$ cat config.mk
export PLATFORM = sky130hd
export DESIGN_NAME = sgc_host
export DESIGN_NICKNAME = d
export VERILOG_FILES = /design/src/logic/sgc_pkg.sv /design/src/logic/sgc_window_if.sv /design/src/logic/sgc_host.sv /design/src/logic/sgc_window_dec.sv
export VERILOG_INCLUDE_DIRS = /design/src /design/src/logic
export SDC_FILE = /design/constraint.sdc
export NUM_CORES = 1
export LEC_CHECK = 0
export ABC_AREA = 1
export BUFFER_PORTS_ARGS = -buffer_cell sky130_fd_sc_hd__buf_2
export CELL_PAD_IN_SITES_DETAIL_PLACEMENT = 0
export CELL_PAD_IN_SITES_GLOBAL_PLACEMENT = 2
export CORE_UTILIZATION = 27
export CTS_BUF_LIST = sky130_fd_sc_hd__clkbuf_16
export CTS_CLUSTER_DIAMETER = 50
export CTS_CLUSTER_SIZE = 14
export DETAILED_ROUTE_END_ITERATION = 6
export GPL_ROUTABILITY_DRIVEN = 0
export PLACE_DENSITY_LB_ADDON = 0.1
export SYNTH_ARGS = -nofsm -noshare
export SYNTH_HDL_FRONTEND = slang
export SYNTH_SLANG_ARGS = --single-unit
$ cat constraint.sdc
create_clock -name MCLK -period 4 [get_ports MCLK]
set_input_delay 0.2 -clock MCLK [delete_from_list [all_inputs] [get_ports MCLK]]
set_output_delay 0.2 -clock MCLK [all_outputs]
set_load 0.03 [all_outputs]
$ cat src/logic/sgc_cfg.svh
// Constants for the supervisor RAM gate host controller.
`ifndef SGC_CFG_SVH
`define SGC_CFG_SVH
`define SGC_UNLOCK_DEFAULT 16'h07FF
`define SGC_WIN_TOP_BASE   16'hF800
`define SGC_WIN_BOT_BASE   16'h0000
`define SGC_WIN_MASK       16'hF800
`define SGC_REG_BASE       16'h07F8
`define SGC_REG_MASK       16'h07F8
`define SGC_MATCH_COUNT    2'h3
`define SGC_STROBE_CYCLES  4'h2
`define SGC_GAP_CYCLES     4'h1
`define SGC_ACCESS_CYCLES  4'h3
`endif

$ cat src/logic/sgc_pkg.sv
// Types for the supervisor RAM gate host controller.
package sgc_pkg;
  typedef enum logic [2:0] {
    SGC_IDLE,
    SGC_STROBE,
    SGC_GAP,
    SGC_RELEASE,
    SGC_ACCESS
  } sgc_state_t;

  typedef struct packed {
    sgc_state_t  state;
    logic [3:0]  timer;
    logic [1:0]  strobes;
    logic [15:0] addr;
    logic [7:0]  wdata;
    logic        wr;
    logic        open;
    logic        top;
    logic [15:0] unlock;
    logic        ce_n;
    logic        we_n;
    logic        oe_n;
    logic        match_n;
    logic [7:0]  rdata;
    logic        done;
  } sgc_regs_t;
endpackage

$ cat src/logic/sgc_window_if.sv
// Window decode signals shared between the controller and its decoder.
`timescale 1ns/1ps
interface sgc_window_if;
  logic [15:0] addr;
  logic        top;
  logic        open;
  logic        in_window;
  logic        in_regs;
  logic        gate_ext;
  modport ctrl (output addr, output top, output open,
                input in_window, input in_regs, input gate_ext);
  modport dec  (input addr, input top, input open,
                output in_window, output in_regs, output gate_ext);
endinterface

$ cat src/logic/sgc_host.sv
// Host controller that opens, closes and accesses the supervisor RAM gate.
// Operation
// - Host places the 2K window on a 2K boundary, at the top or bottom of the 64K segment.
// - Host toggles with three matching strobes, then enable high.
// - Host guarantees enable high at the end of each unlock cycle.
// - Small systems drive enable from an available strobe.
// - Host drives the match strobe from its own strobe timer, apart from its write strobe.
// - Other decodes are gated by the conditioned enable output.
// - Large systems hold enable low across the whole segment.
// - Shadowing: enable covers window and SRAM; output feeds SRAM.
// - With one SRAM, the conditioned output drives it directly.
`timescale 1ns/1ps
`include "sgc_cfg.svh"
module sgc_host #(
  parameter logic [15:0] UNLOCK_RESET = `SGC_UNLOCK_DEFAULT,
  parameter logic [3:0]  STROBE_CYC   = `SGC_STROBE_CYCLES,
  parameter logic [3:0]  ACCESS_CYC   = `SGC_ACCESS_CYCLES
) (
  // Clock and reset.
  input  wire  logic        MCLK,
  input  wire  logic        NRST,
  // User command port.
  input  wire  logic        REQ_TOGGLE,
  input  wire  logic        REQ_ACCESS,
  input  wire  logic        REQ_WRITE,
  input  wire  logic [15:0] REQ_ADDR,
  input  wire  logic [7:0]  REQ_WDATA,
  input  wire  logic        SET_TOP,
  input  wire  logic        SET_TOP_VAL,
  input  wire  logic        SET_UNLOCK,
  input  wire  logic [15:0] SET_UNLOCK_VAL,
  output logic              READY,
  output logic              DONE,
  output logic [7:0]        RDATA,
  output logic              WINDOW_OPEN,
  output logic              REFUSED,
  // Gate pins.
  output logic [15:0]       ADDR,
  output logic [7:0]        DATA_OUT,
  output logic              DATA_OE,
  input  wire  logic [7:0]  DATA_IN,
  output logic              CE_N,
  output logic              WE_N,
  output logic              OE_N,
  output logic              UNLOCK_MATCH_STROBE,
  input  wire  logic        CONDITIONED_ENABLE_OUT_N,
  // Decode enable for other devices in the segment.
  output logic              EXT_SELECT_N
);
  sgc_pkg::sgc_regs_t q, d;
  sgc_window_if win ();

  sgc_window_dec u_dec (
    .win (win)
  );

  assign win.addr = q.addr;
  assign win.top  = q.top;
  assign win.open = q.open;

  always_comb begin
    d      = q;
    d.done = 1'b0;
    case (q.state)
      sgc_pkg::SGC_IDLE: begin
        if (SET_UNLOCK) begin
          d.unlock = SET_UNLOCK_VAL;
        end
        if (SET_TOP) begin
          d.top = SET_TOP_VAL;
        end
        if (REQ_TOGGLE) begin
          // The address settles a gap ahead of the first strobe fall, so the capture is clean.
          d.addr    = d.unlock;
          d.wr      = 1'b1;
          d.strobes = 2'h0;
          d.timer   = `SGC_GAP_CYCLES;
          d.state   = sgc_pkg::SGC_GAP;
        end else if (REQ_ACCESS) begin
          d.addr  = REQ_ADDR;
          d.wdata = REQ_WDATA;
          d.wr    = REQ_WRITE;
          d.state = sgc_pkg::SGC_ACCESS;
          d.timer = ACCESS_CYC;
        end
      end
      sgc_pkg::SGC_STROBE: begin
        d.timer = q.timer - 4'h1;
        if (q.timer == 4'h1) begin
          d.match_n = 1'b1;
          d.strobes = q.strobes + 2'h1;
          d.timer   = `SGC_GAP_CYCLES;
          d.state   = (q.strobes + 2'h1 == `SGC_MATCH_COUNT) ?
                      sgc_pkg::SGC_RELEASE : sgc_pkg::SGC_GAP;
        end
      end
      sgc_pkg::SGC_GAP: begin
        d.timer = q.timer - 4'h1;
        if (q.timer == 4'h1) begin
          d.match_n = 1'b0;
          d.timer   = STROBE_CYC;
          d.state   = sgc_pkg::SGC_STROBE;
        end
      end
      sgc_pkg::SGC_RELEASE: begin
        // Enable is high here, so the gate flips its state now.
        d.open  = !q.open;
        d.done  = 1'b1;
        d.state = sgc_pkg::SGC_IDLE;
      end
      sgc_pkg::SGC_ACCESS: begin
        d.ce_n  = 1'b0;
        // Write enable rises a cycle before chip enable, so the write never ends in a race.
        // This needs an access length of three cycles or more.
        d.we_n  = !q.wr || (q.timer == 4'h2);
        d.oe_n  = q.wr;
        d.timer = q.timer - 4'h1;
        if (q.timer == 4'h1) begin
          d.ce_n  = 1'b1;
          d.we_n  = 1'b1;
          d.oe_n  = 1'b1;
          d.rdata = DATA_IN;
          d.done  = 1'b1;
          d.state = sgc_pkg::SGC_IDLE;
        end
      end
      default: begin
        d.state = sgc_pkg::SGC_IDLE;
      end
    endcase
  end

  always_ff @(posedge MCLK or negedge NRST) begin
    if (!NRST) begin
      q.state   <= sgc_pkg::SGC_IDLE;
      q.timer   <= 4'h0;
      q.strobes <= 2'h0;
      q.addr    <= 16'h0000;
      q.wdata   <= 8'h00;
      q.wr      <= 1'b0;
      q.open    <= 1'b0;
      q.top     <= 1'b1;
      q.unlock  <= UNLOCK_RESET;
      q.ce_n    <= 1'b1;
      q.we_n    <= 1'b1;
      q.oe_n    <= 1'b1;
      q.match_n <= 1'b1;
      q.rdata   <= 8'h00;
      q.done    <= 1'b0;
    end else begin
      q <= d;
    end
  end

  assign READY               = q.state == sgc_pkg::SGC_IDLE;
  assign DONE                = q.done;
  assign RDATA               = q.rdata;
  assign WINDOW_OPEN         = q.open;
  // Accesses to the closed window reach the external memory instead.
  assign REFUSED             = win.in_window && !q.open;
  assign ADDR                = q.addr;
  assign DATA_OUT            = q.wdata;
  assign DATA_OE             = q.wr && (q.state == sgc_pkg::SGC_ACCESS);
  assign CE_N                = q.ce_n;
  assign WE_N                = q.we_n;
  assign OE_N                = q.oe_n;
  assign UNLOCK_MATCH_STROBE = q.match_n;
  assign EXT_SELECT_N        = CONDITIONED_ENABLE_OUT_N;

  a_toggle_flips: assert property (@(posedge MCLK) disable iff (!NRST)
    q.state == sgc_pkg::SGC_RELEASE |=> q.open != $past(q.open))
    else $error("window state did not flip after third strobe");
  a_three_strobes: assert property (@(posedge MCLK) disable iff (!NRST)
    $rose(q.state == sgc_pkg::SGC_RELEASE) |-> q.strobes == `SGC_MATCH_COUNT && q.ce_n)
    else $error("release without three strobes and enable high");
  a_enable_high_unlock: assert property (@(posedge MCLK) disable iff (!NRST)
    !q.match_n |-> q.ce_n)
    else $error("enable low during unlock strobe");
  a_strobe_addr: assert property (@(posedge MCLK) disable iff (!NRST)
    $fell(q.match_n) |-> q.addr == q.unlock)
    else $error("strobe with wrong address");
  a_ce_release: assert property (@(posedge MCLK) disable iff (!NRST)
    $fell(q.ce_n) |-> ##[1:15] q.ce_n)
    else $error("enable not released after access");
  a_closed_decode: assert property (@(posedge MCLK) disable iff (!NRST)
    !q.open |-> win.gate_ext)
    else $error("closed window blocks external memory");
  a_open_decode: assert property (@(posedge MCLK) disable iff (!NRST)
    q.open && win.in_window |-> !win.gate_ext)
    else $error("open window not served");
  a_done_pulse: assert property (@(posedge MCLK) disable iff (!NRST)
    q.done |=> !q.done)
    else $error("done longer than one cycle");
endmodule

$ cat src/logic/sgc_window_dec.sv
// Mirror of the gate's window decode, kept by the host controller.
`timescale 1ns/1ps
`include "sgc_cfg.svh"
module sgc_window_dec (
  sgc_window_if.dec win
);
  logic [15:0] base;

  always_comb begin
    base = win.top ? `SGC_WIN_TOP_BASE : `SGC_WIN_BOT_BASE;
    win.in_window = (win.addr & `SGC_WIN_MASK) == base;
    win.in_regs   = win.in_window && ((win.addr & `SGC_REG_MASK) == `SGC_REG_MASK);
    // The gate passes its enable outward except over the open window.
    win.gate_ext  = !(win.open && win.in_window);
  end
endmodule

-- Word level (Yosys, flattened, before mapping)
Cells that the tools add are included.
- register bits after elaboration: 65
- input bits: 57
- output and inout port bits: 42
- word-level logic and storage cells: 70
- add/sub/neg operators: 2
- equality and inequality tests: 13
- mux-type cells: 21
- bitwise logic cells: 1
- reduce and logical (&&, ||, !) cells: 18
- operators with widths (cell ; number):
    16-bit 2-to-1 mux ; 3
    25-bit 2-to-1 mux ; 1
    7-bit 2-to-1 mux ; 3
    16-bit equality test ; 1
    4-bit case mux with 4 select lines ; 1
    3-bit case mux with 4 select lines ; 1
    9-bit 2-to-1 mux ; 1
    3-bit AND reduction ; 3
    2-bit inequality test (second input constant) ; 4
    2-bit AND reduction ; 4
    3-bit by 2-bit equality test with 1-bit output (second input constant) ; 2
    3-bit 2-to-1 mux ; 2
    2-bit nonzero test ; 3
    1-bit 2-to-1 mux ; 5
    4-bit by 1-bit equality test with 1-bit output (second input constant) ; 1
    4-bit by 2-bit equality test with 1-bit output (second input constant) ; 1
    1-bit case mux with 2 select lines ; 2
    2-bit case mux with 2 select lines ; 1
    4-bit AND reduction ; 1
    4-bit nonzero test ; 1
    4-bit by 1-bit subtractor with 4-bit output (second input constant) ; 1
    3-bit by 1-bit equality test with 1-bit output (second input constant) ; 1
    3-bit equality test (second input constant) ; 1
    3-bit logical NOT ; 1
    8 further kinds ; 10

-- Depth between registers and ports, before layout
Gate-level depths: netlist of the first run.
- depth after elaboration: 5
- gate-level depth with buffers: 10
- gate-level depth less buffers: 10

-- Cells and area by module
From an unflattened synthesis of the first run, not the netlist that was laid out.
- cells, all modules: 430
- area, all modules: 3449.6 um^2
- by module, submodules not included (module ; times used ; cells an instance ; area an instance (um^2) ; seq. area each (um^2)):
    sgc_host ; 1 ; 410 ; 3364.5 ; 1646.6
    sgc_window_dec ; 1 ; 20 ; 85.1 ; 0.0

-- Worst setup path before layout of the first run
No wires, ideal clock.
- path type: reg-to-reg
- start: register q[63] (netlist bit)
- end: register q (netlist bit WE_N)
- library setup time: 0.111 ns
- arrival: 1.284 ns
- path slack: 2.604 ns
- cell stages (with the launch flop): 5
- path buffers: 0
- period minus slack after synthesis: 1.396 ns
- cells stage by stage: dfrtp_1 > nor2_1 > nand2_1 > nor2_1 > a31oi_1
- word-level cells in the longest chain between the ends: 1
- ends and longest elaborated chain (item ; line ; RTL):
    start, declared ; sgc_host.sv:50 ; sgc_pkg::sgc_regs_t q, d;
    3-bit equality test ; sgc_host.sv:64 ; case (q.state)
No other way between the ends.
A chain may end at the register's enable or synchronous reset.

-- Final worst setup path of the first run
- start: register q[63] (netlist bit)
- end: output port READY
- word-level cells in the longest chain between the ends: 1
- ends and longest elaborated chain (item ; line ; RTL):
    3-bit logical NOT ; sgc_host.sv:155 ; assign READY = q.state == sgc_pkg::SGC_IDLE;
    end, declared ; sgc_host.sv:32 ; output logic READY,
No other way between the ends.

==> impl_metrics.toml, run 1 <==
[status]
status = "finished with violations"
violations = "hold timing"

[clock_network]
postCtsSetupBuffers = 0
cts_hold_buf = 0
cts_resized = 0
cts_sinks = 65
root_buffer = "clkbuf_16"
clockBufferDepth = 2
cts_max_level = 3
clk_pin_slew_worst_paths_ps = 60
cts_made_buffers = 9
clock_latency_ps = 330
cts_tree = "yes"

[global_route]
grt_usage_pct = 14.5
met1_usage_pct = 20.1
grt_antenna_before_repair = 0
grt_first_pass_wirelength_mm = 14.1
grt_pass1_vias = 2663
grt_overflow = 0
top_usage_layer = "met2"
gr-usage-met3_pct = 3.70
met2_usage_pct = 21.7
grt_max_degree = 39

[critical_path]
setup.worst_path.start_class = "flip-flop"
r2r-start = "q[63]"
path_max_fanout = 38
required_ps = 3800
arrival_ps = 1860
reg2reg_depth = 8
critPathCaptureType = "primary output"
worstSetupPathType = "flip-flop to primary output"
rrSetupSlack_ps = 1950
reg2reg_to = "q[31]"

[pwr]
p_leak_nw = 2.08
power_w = 0.00358
vdd_drop_max_mv = 0.206
p_per_area_nw_per_um2 = 888

[route]
first_iter_violations = 199
drcViolationCount = 0
avgViaCountPerCell = 4.35
vias = 2686
avgRoutedWirePerCell_um = 13.6
wl_mm = 8.38
drtPass1Iterations = 4
ant_nets = 0

[floorplanning]
start_util_pct = 27.8
die_x_um = 113
io_pins = 99
core_area_um2 = 12000
fp.dieH_um = 113
rows = 40
dieArea_um2 = 12800

[final_layout]
drive_gt1_share_pct = 30.9
layout-area-overhead-vs-synth_pct = 20.8
diodes = 0
utilization_pct = 33.6
final_nets = 526

[synth]
syn_area_per_cell_um2 = 8.26
yosys_register_bits = 65
yosysWarnings = 0
yosysSeqAreaShare_pct = 49.3
syn_inst = 404
syn_nets = 465
synth.cell_area_um2 = 3340
synth_cell_type_count = 28

[sta]
whs_ps = -24.2
slew_headroom_pct = 43.6
period_minus_slack_ps = 2060
hold_viol = 26
maxSlewViolCount = 0
max_freq_mhz = 485
finalCritPeriodShare_pct = 51.6
tightest_slew_ps = 846
finalSetupViolCount = 0
setup-tns-final_ps = 0
skew_ps = 3.50
grt_setup_unrepaired = "no"

[min_path]
hp-class = "input pin to asynchronous set/reset pin"

[run]
drv_cap = 0

[placed_design]
port_buffers = 96
place_hpwl_mm = 5.89
metal layers:
layer | share of wire [%] | up-vias
met5 | 0 | -
met4 | 1.2 | 0
met3 | 4.9 | 7
met2 | 44 | 65
met1 | 50 | 1238
li1 | - | 1376
cells by family after synthesis:
family | count (synthesis) | share of synthesized area, %
adders and majority gates | 4 | 1.50
buffers and inverters | 88 | 14.7
DFF | 65 | 49.3
AOI/OAI and AO/OA | 72 | 12.6
and+or+nand+nor | 172 | 21.0
xor gates and xnor gates | 3 | 0.788
cell usage after synthesis, drive strengths merged:
library cell | number | area, um2
nand3 | 18 | 90.1
clkbuf | 4 | 15.0
nand4 | 1 | 6.26
o21ai | 54 | 293
dfstp | 16 | 420
buf | 43 | 320
ha | 4 | 50.1
xor2 | 1 | 8.76
o22ai | 1 | 6.26
nand3b | 1 | 7.51
nor2 | 15 | 78.8
nand2 | 136 | 513
a31oi | 1 | 6.26
nor3 | 1 | 5.00
a22oi | 13 | 97.6
a21oi | 3 | 18.8
inv | 41 | 156
xnor2 | 2 | 17.5
dfrtp | 49 | 1230
cell type report:
class	count	area (um2)
multi-input combinational	251	1200
inverter	41	156
clock buffer	9	225
sequential	65	1650
fill	1312	7980
timing repair buffer	97	488
tap	147	184
clock inverter	7	133
through the flow:
step                hold WS, ps  cell area (um2)  setup slack (ps)  cells
floorplan                 -95.6             3340              2600    404
global placement            373             3670              1960    601
detailed placement          359             3670              1920    601
CTS                        1.53             4030              1890    617
global route               44.9             4030              1690    617
finish                    -24.2             4030              1940    617
cells in the final DEF, fill, tap and decap left out, types with 6 or more instances in the layout:
cell type  count
a22oi_1       13
nor2_1        12
dfstp_2       16
o21ai_1        8
o21ai_0       40
clkbuf_16      9
nand2_1      135
buf_2         96
inv_1         34
nand3_1       18
dfrtp_1       49
inv_2          6
o21ai_2        6
where the power goes:
group,internal (W),leakage [nW],switching [W]
logic,0.000421,1.12,0.00106
clock network,0.000666,0.174,0.000283
registers,0.00100,0.783,0.000152
worst max-delay path, cell delays in order, from the launching register on:
cell     delay, ps
dfrtp_1        450
inv_2           80
nand2_2         70
nor2_4         610
buf_2          330
registers in the layout (all words and copies together), names as in the netlist:
| name | cells |
|---|---|
| WE_N | 1 |
| WINDOW_OPEN | 1 |
| DATA_OUT | 8 |
| win.top | 1 |
| CE_N | 1 |
| OE_N | 1 |
| q | 26 |
| ADDR | 16 |
| UNLOCK_MATCH_STROBE | 1 |
| RDATA | 8 |
| DONE | 1 |
how the worst max path moves through the flow:
stage,start,end,slack (ps),cells past startpoint
4_1_cts,q[63],READY,1890,4
3_5_place_dp,q[63],q[31],1920,8
3_3_place_gp,q[63],q[31],1960,8
2_1_floorplan,q[63],WE_N,2600,4
6_report,q[63],READY,1940,4
5_1_grt,q[63],ADDR[1],1690,8
No activity file was read; power rests on OpenSTA's default activity.
==> run 2, diff against run 1 <==
--- a/config.mk
+++ b/config.mk
@@ -6,7 +6,7 @@
 export SDC_FILE = /design/constraint.sdc
 export NUM_CORES = 1
 export LEC_CHECK = 0
-export ABC_AREA = 1
+export ABC_AREA = 0
 export BUFFER_PORTS_ARGS = -buffer_cell sky130_fd_sc_hd__buf_2
 export CELL_PAD_IN_SITES_DETAIL_PLACEMENT = 0
 export CELL_PAD_IN_SITES_GLOBAL_PLACEMENT = 2
==> constraint.sdc (replaced) <==
create_clock -name MCLK -period 2 [get_ports MCLK]
set_input_delay 0.1 -clock MCLK [delete_from_list [all_inputs] [get_ports MCLK]]
set_output_delay 0.1 -clock MCLK [all_outputs]
set_load 0.03 [all_outputs]
==> run 2 against run 1 <==
The run now ends clean; sequential share of layout area decreased by 4.3 points; routed wire length rose by 10%; synthesized cell count shrank 12%; synthesized area up 7.2%; core utilization rose by 1.7 points; clock power is 81% higher; sequential power up 120%; count of clock-buffer cells in the layout stayed put; largest cell class unchanged; largest power group unchanged.
==> impl_metrics.toml, run 2 <==
[synth]
yosys_register_bits = 65
ys_top_cells_by_area = "dfrtp_1, dfstp_2, buf_4, mux2_2, nor2_1"
synth_most_common_cell = "nor2_1"
syn_nets = 415
yosysSeqAreaShare_pct = 46.0
yosysWarnings = 0
yosys-top-cells-count = "nor2_1, dfrtp_1, buf_4, a21oi_1, mux2_2"
yosys.area.top_type_share_pct = 34.3
synth_cell_type_count = 48
ys.flop_type = "dfrtp_1"
syn_area_per_cell_um2 = 10.1
synth-edff-count = 0
syn_inst = 354
yosys.area.top_type = "dfrtp_1"
async_flop_share_pct = 100
synth.cell_area_um2 = 3580

[clock_network]
cts_tree = "yes"
cts_made_buffers = 9
root_buffer = "clkbuf_16"
clockBufferDepth = 2
cts_max_level = 3
clk_pin_slew_worst_paths_ps = 60
clock_latency_ps = 340
cts_sinks = 65
postCtsSetupBuffers = 0

[critical_path]
worstPathCellList = "or4_1 -> nor3_1 -> a31oi_1 -> nor2_1 -> clkbuf_4"
required_ps = 1900
path_max_fanout = 5
setup.worst_path.start_class = "flip-flop"
cpPeakStageDelay_ps = 510
worstSetupPathType = "flip-flop to primary output"
critPathCaptureType = "primary output"
arrival_ps = 1810
slowest_stage = "or4_1"

[final_layout]
utilization_pct = 35.3
fillers = 1326
largest-register = "q"
final_cell_mix = "buf_2, nor2_1, dfrtp_1"
diodes = 0
drive_gt1_share_pct = 41.5
multi_input_area_um2 = 1500
layout-area-overhead-vs-synth_pct = 26.1
final_common_cell = "buf_2"
seqCellArea_um2 = 1650
largest_reg_flops = 26
final_nets = 499

[min_path]
hp-class = "input pin to flip-flop"

[route]
vias = 2740
wl_mm = 9.26
drtPass1Iterations = 4
drcViolationCount = 0
avgRoutedWirePerCell_um = 15.0
avgViaCountPerCell = 4.46
first_iter_violations = 55
ant_nets = 0

[pwr]
power_w = 0.00789
p_leak_nw = 2.04
vdd_drop_max_mv = 0.606
p_per_area_nw_per_um2 = 1750

[global_route]
grt_max_degree = 66
grt_overflow = 0
grt_first_pass_wirelength_mm = 14.5
grt_antenna_before_repair = 1
grt_usage_pct = 14.5
grt_pass1_vias = 2726

[floorplanning]
core_area_um2 = 12800
die_x_um = 117
start_util_pct = 28.0
fp.dieH_um = 117
dieArea_um2 = 13700
rows = 41
io_pins = 99

[sta]
max_freq_mhz = 522
skew_ps = 5.78
period_minus_slack_ps = 1910
tightest_slew_ps = 509
finalWorstSetupSlack_ps = 85.5
slew_headroom_pct = 66.1
grt_setup_unrepaired = "no"
setup-tns-final_ps = 0
finalSetupViolCount = 0
finalCritPeriodShare_pct = 95.7
hold_viol = 0
maxSlewViolCount = 0

[placed_design]
preCtsSetupSlack_ps = 248
port_buffers = 96
place_hpwl_mm = 6.18

[run]
drv_cap = 0

[status]
status = "complete, no violations"
==> run 2: changes by cell type after synthesis, moves of 10 or more <==
cell,previous run,this run
o21ai_0,40,9
o221a_2,0,10
nor2_1,12,58
a21oi_1,2,27
inv_1,34,5
nand2_1,135,15
mux2i_1,0,11
mux2_2,0,21
==> run 2: per-layer routing <==
metal,vias up,routed length [um],track usage (%)
li1,1368,-,-
met1,1299,4240,17.1
met2,58,4470,24.5
met3,13,413,4.99
met4,2,117,5.06
met5,-,18,0
==> run 2: kinds of logic after synthesis <==
kind of cell / synth area share [%]
flops: 46.0
fa+ha+maj: 1.68
compound gates: 14.4
simple gates: 14.4
buf+inv: 12.2
mux: 10.3
xor+xnor: 0.980
==> run 2: repair_timing <==
action	CTS	global route
cloned	0	1
hold endpoints to repair	66	0
hold buffers	18	0
resized for setup	1	3
endpoints found under the setup margin	1	2
==> run 2: layout make-up <==
type,instances,share of cell area [%]
sequential,65,36.5
multi-input combinational,227,33.3
timing repair buffer,128,17.6
clock buffer,9,4.99
tap,172,4.77
clock inverter,7,2.11
inverter,6,0.610
timing repair inverter,1,0.111
==> run 2: critical path, delay by kind of cell (launching register included) <==
kind            cells  cell delay (ps)
simple gates        3              750
flops               1              430
buf+inv             1              200
compound gates      1               90
==> run 2: worst paths after layout <==
path                       startpoint     endpoint  slack, ps  cells after the start
max                          ADDR[11]      REFUSED         90                      5
min                           SET_TOP      win.top         70                      3
max reg2reg                     q[59]        q[63]        230                      5
min reg2reg                      CE_N         CE_N        480                      2
max in group asynchronous        NRST        q[21]       1340                      3
min in group asynchronous        NRST  DATA_OUT[0]        290                      3
==> run 2: power breakdown <==
group	internal (W)	switching, W
clock network	0.00109	0.000634
logic	0.00146	0.00222
registers	0.00205	0.000432
total	0.00460	0.00328
==> run 2: stage by stage <==
stage | cell area, um2 | hold WS, ps | instances
after floorplan | 3580 | -196 | 354
after global placement | 3990 | 161 | 580
after detailed placement | 3990 | 158 | 580
after CTS | 4500 | 51.4 | 614
after global routing | 4510 | 105 | 615
final | 4510 | 66.6 | 615
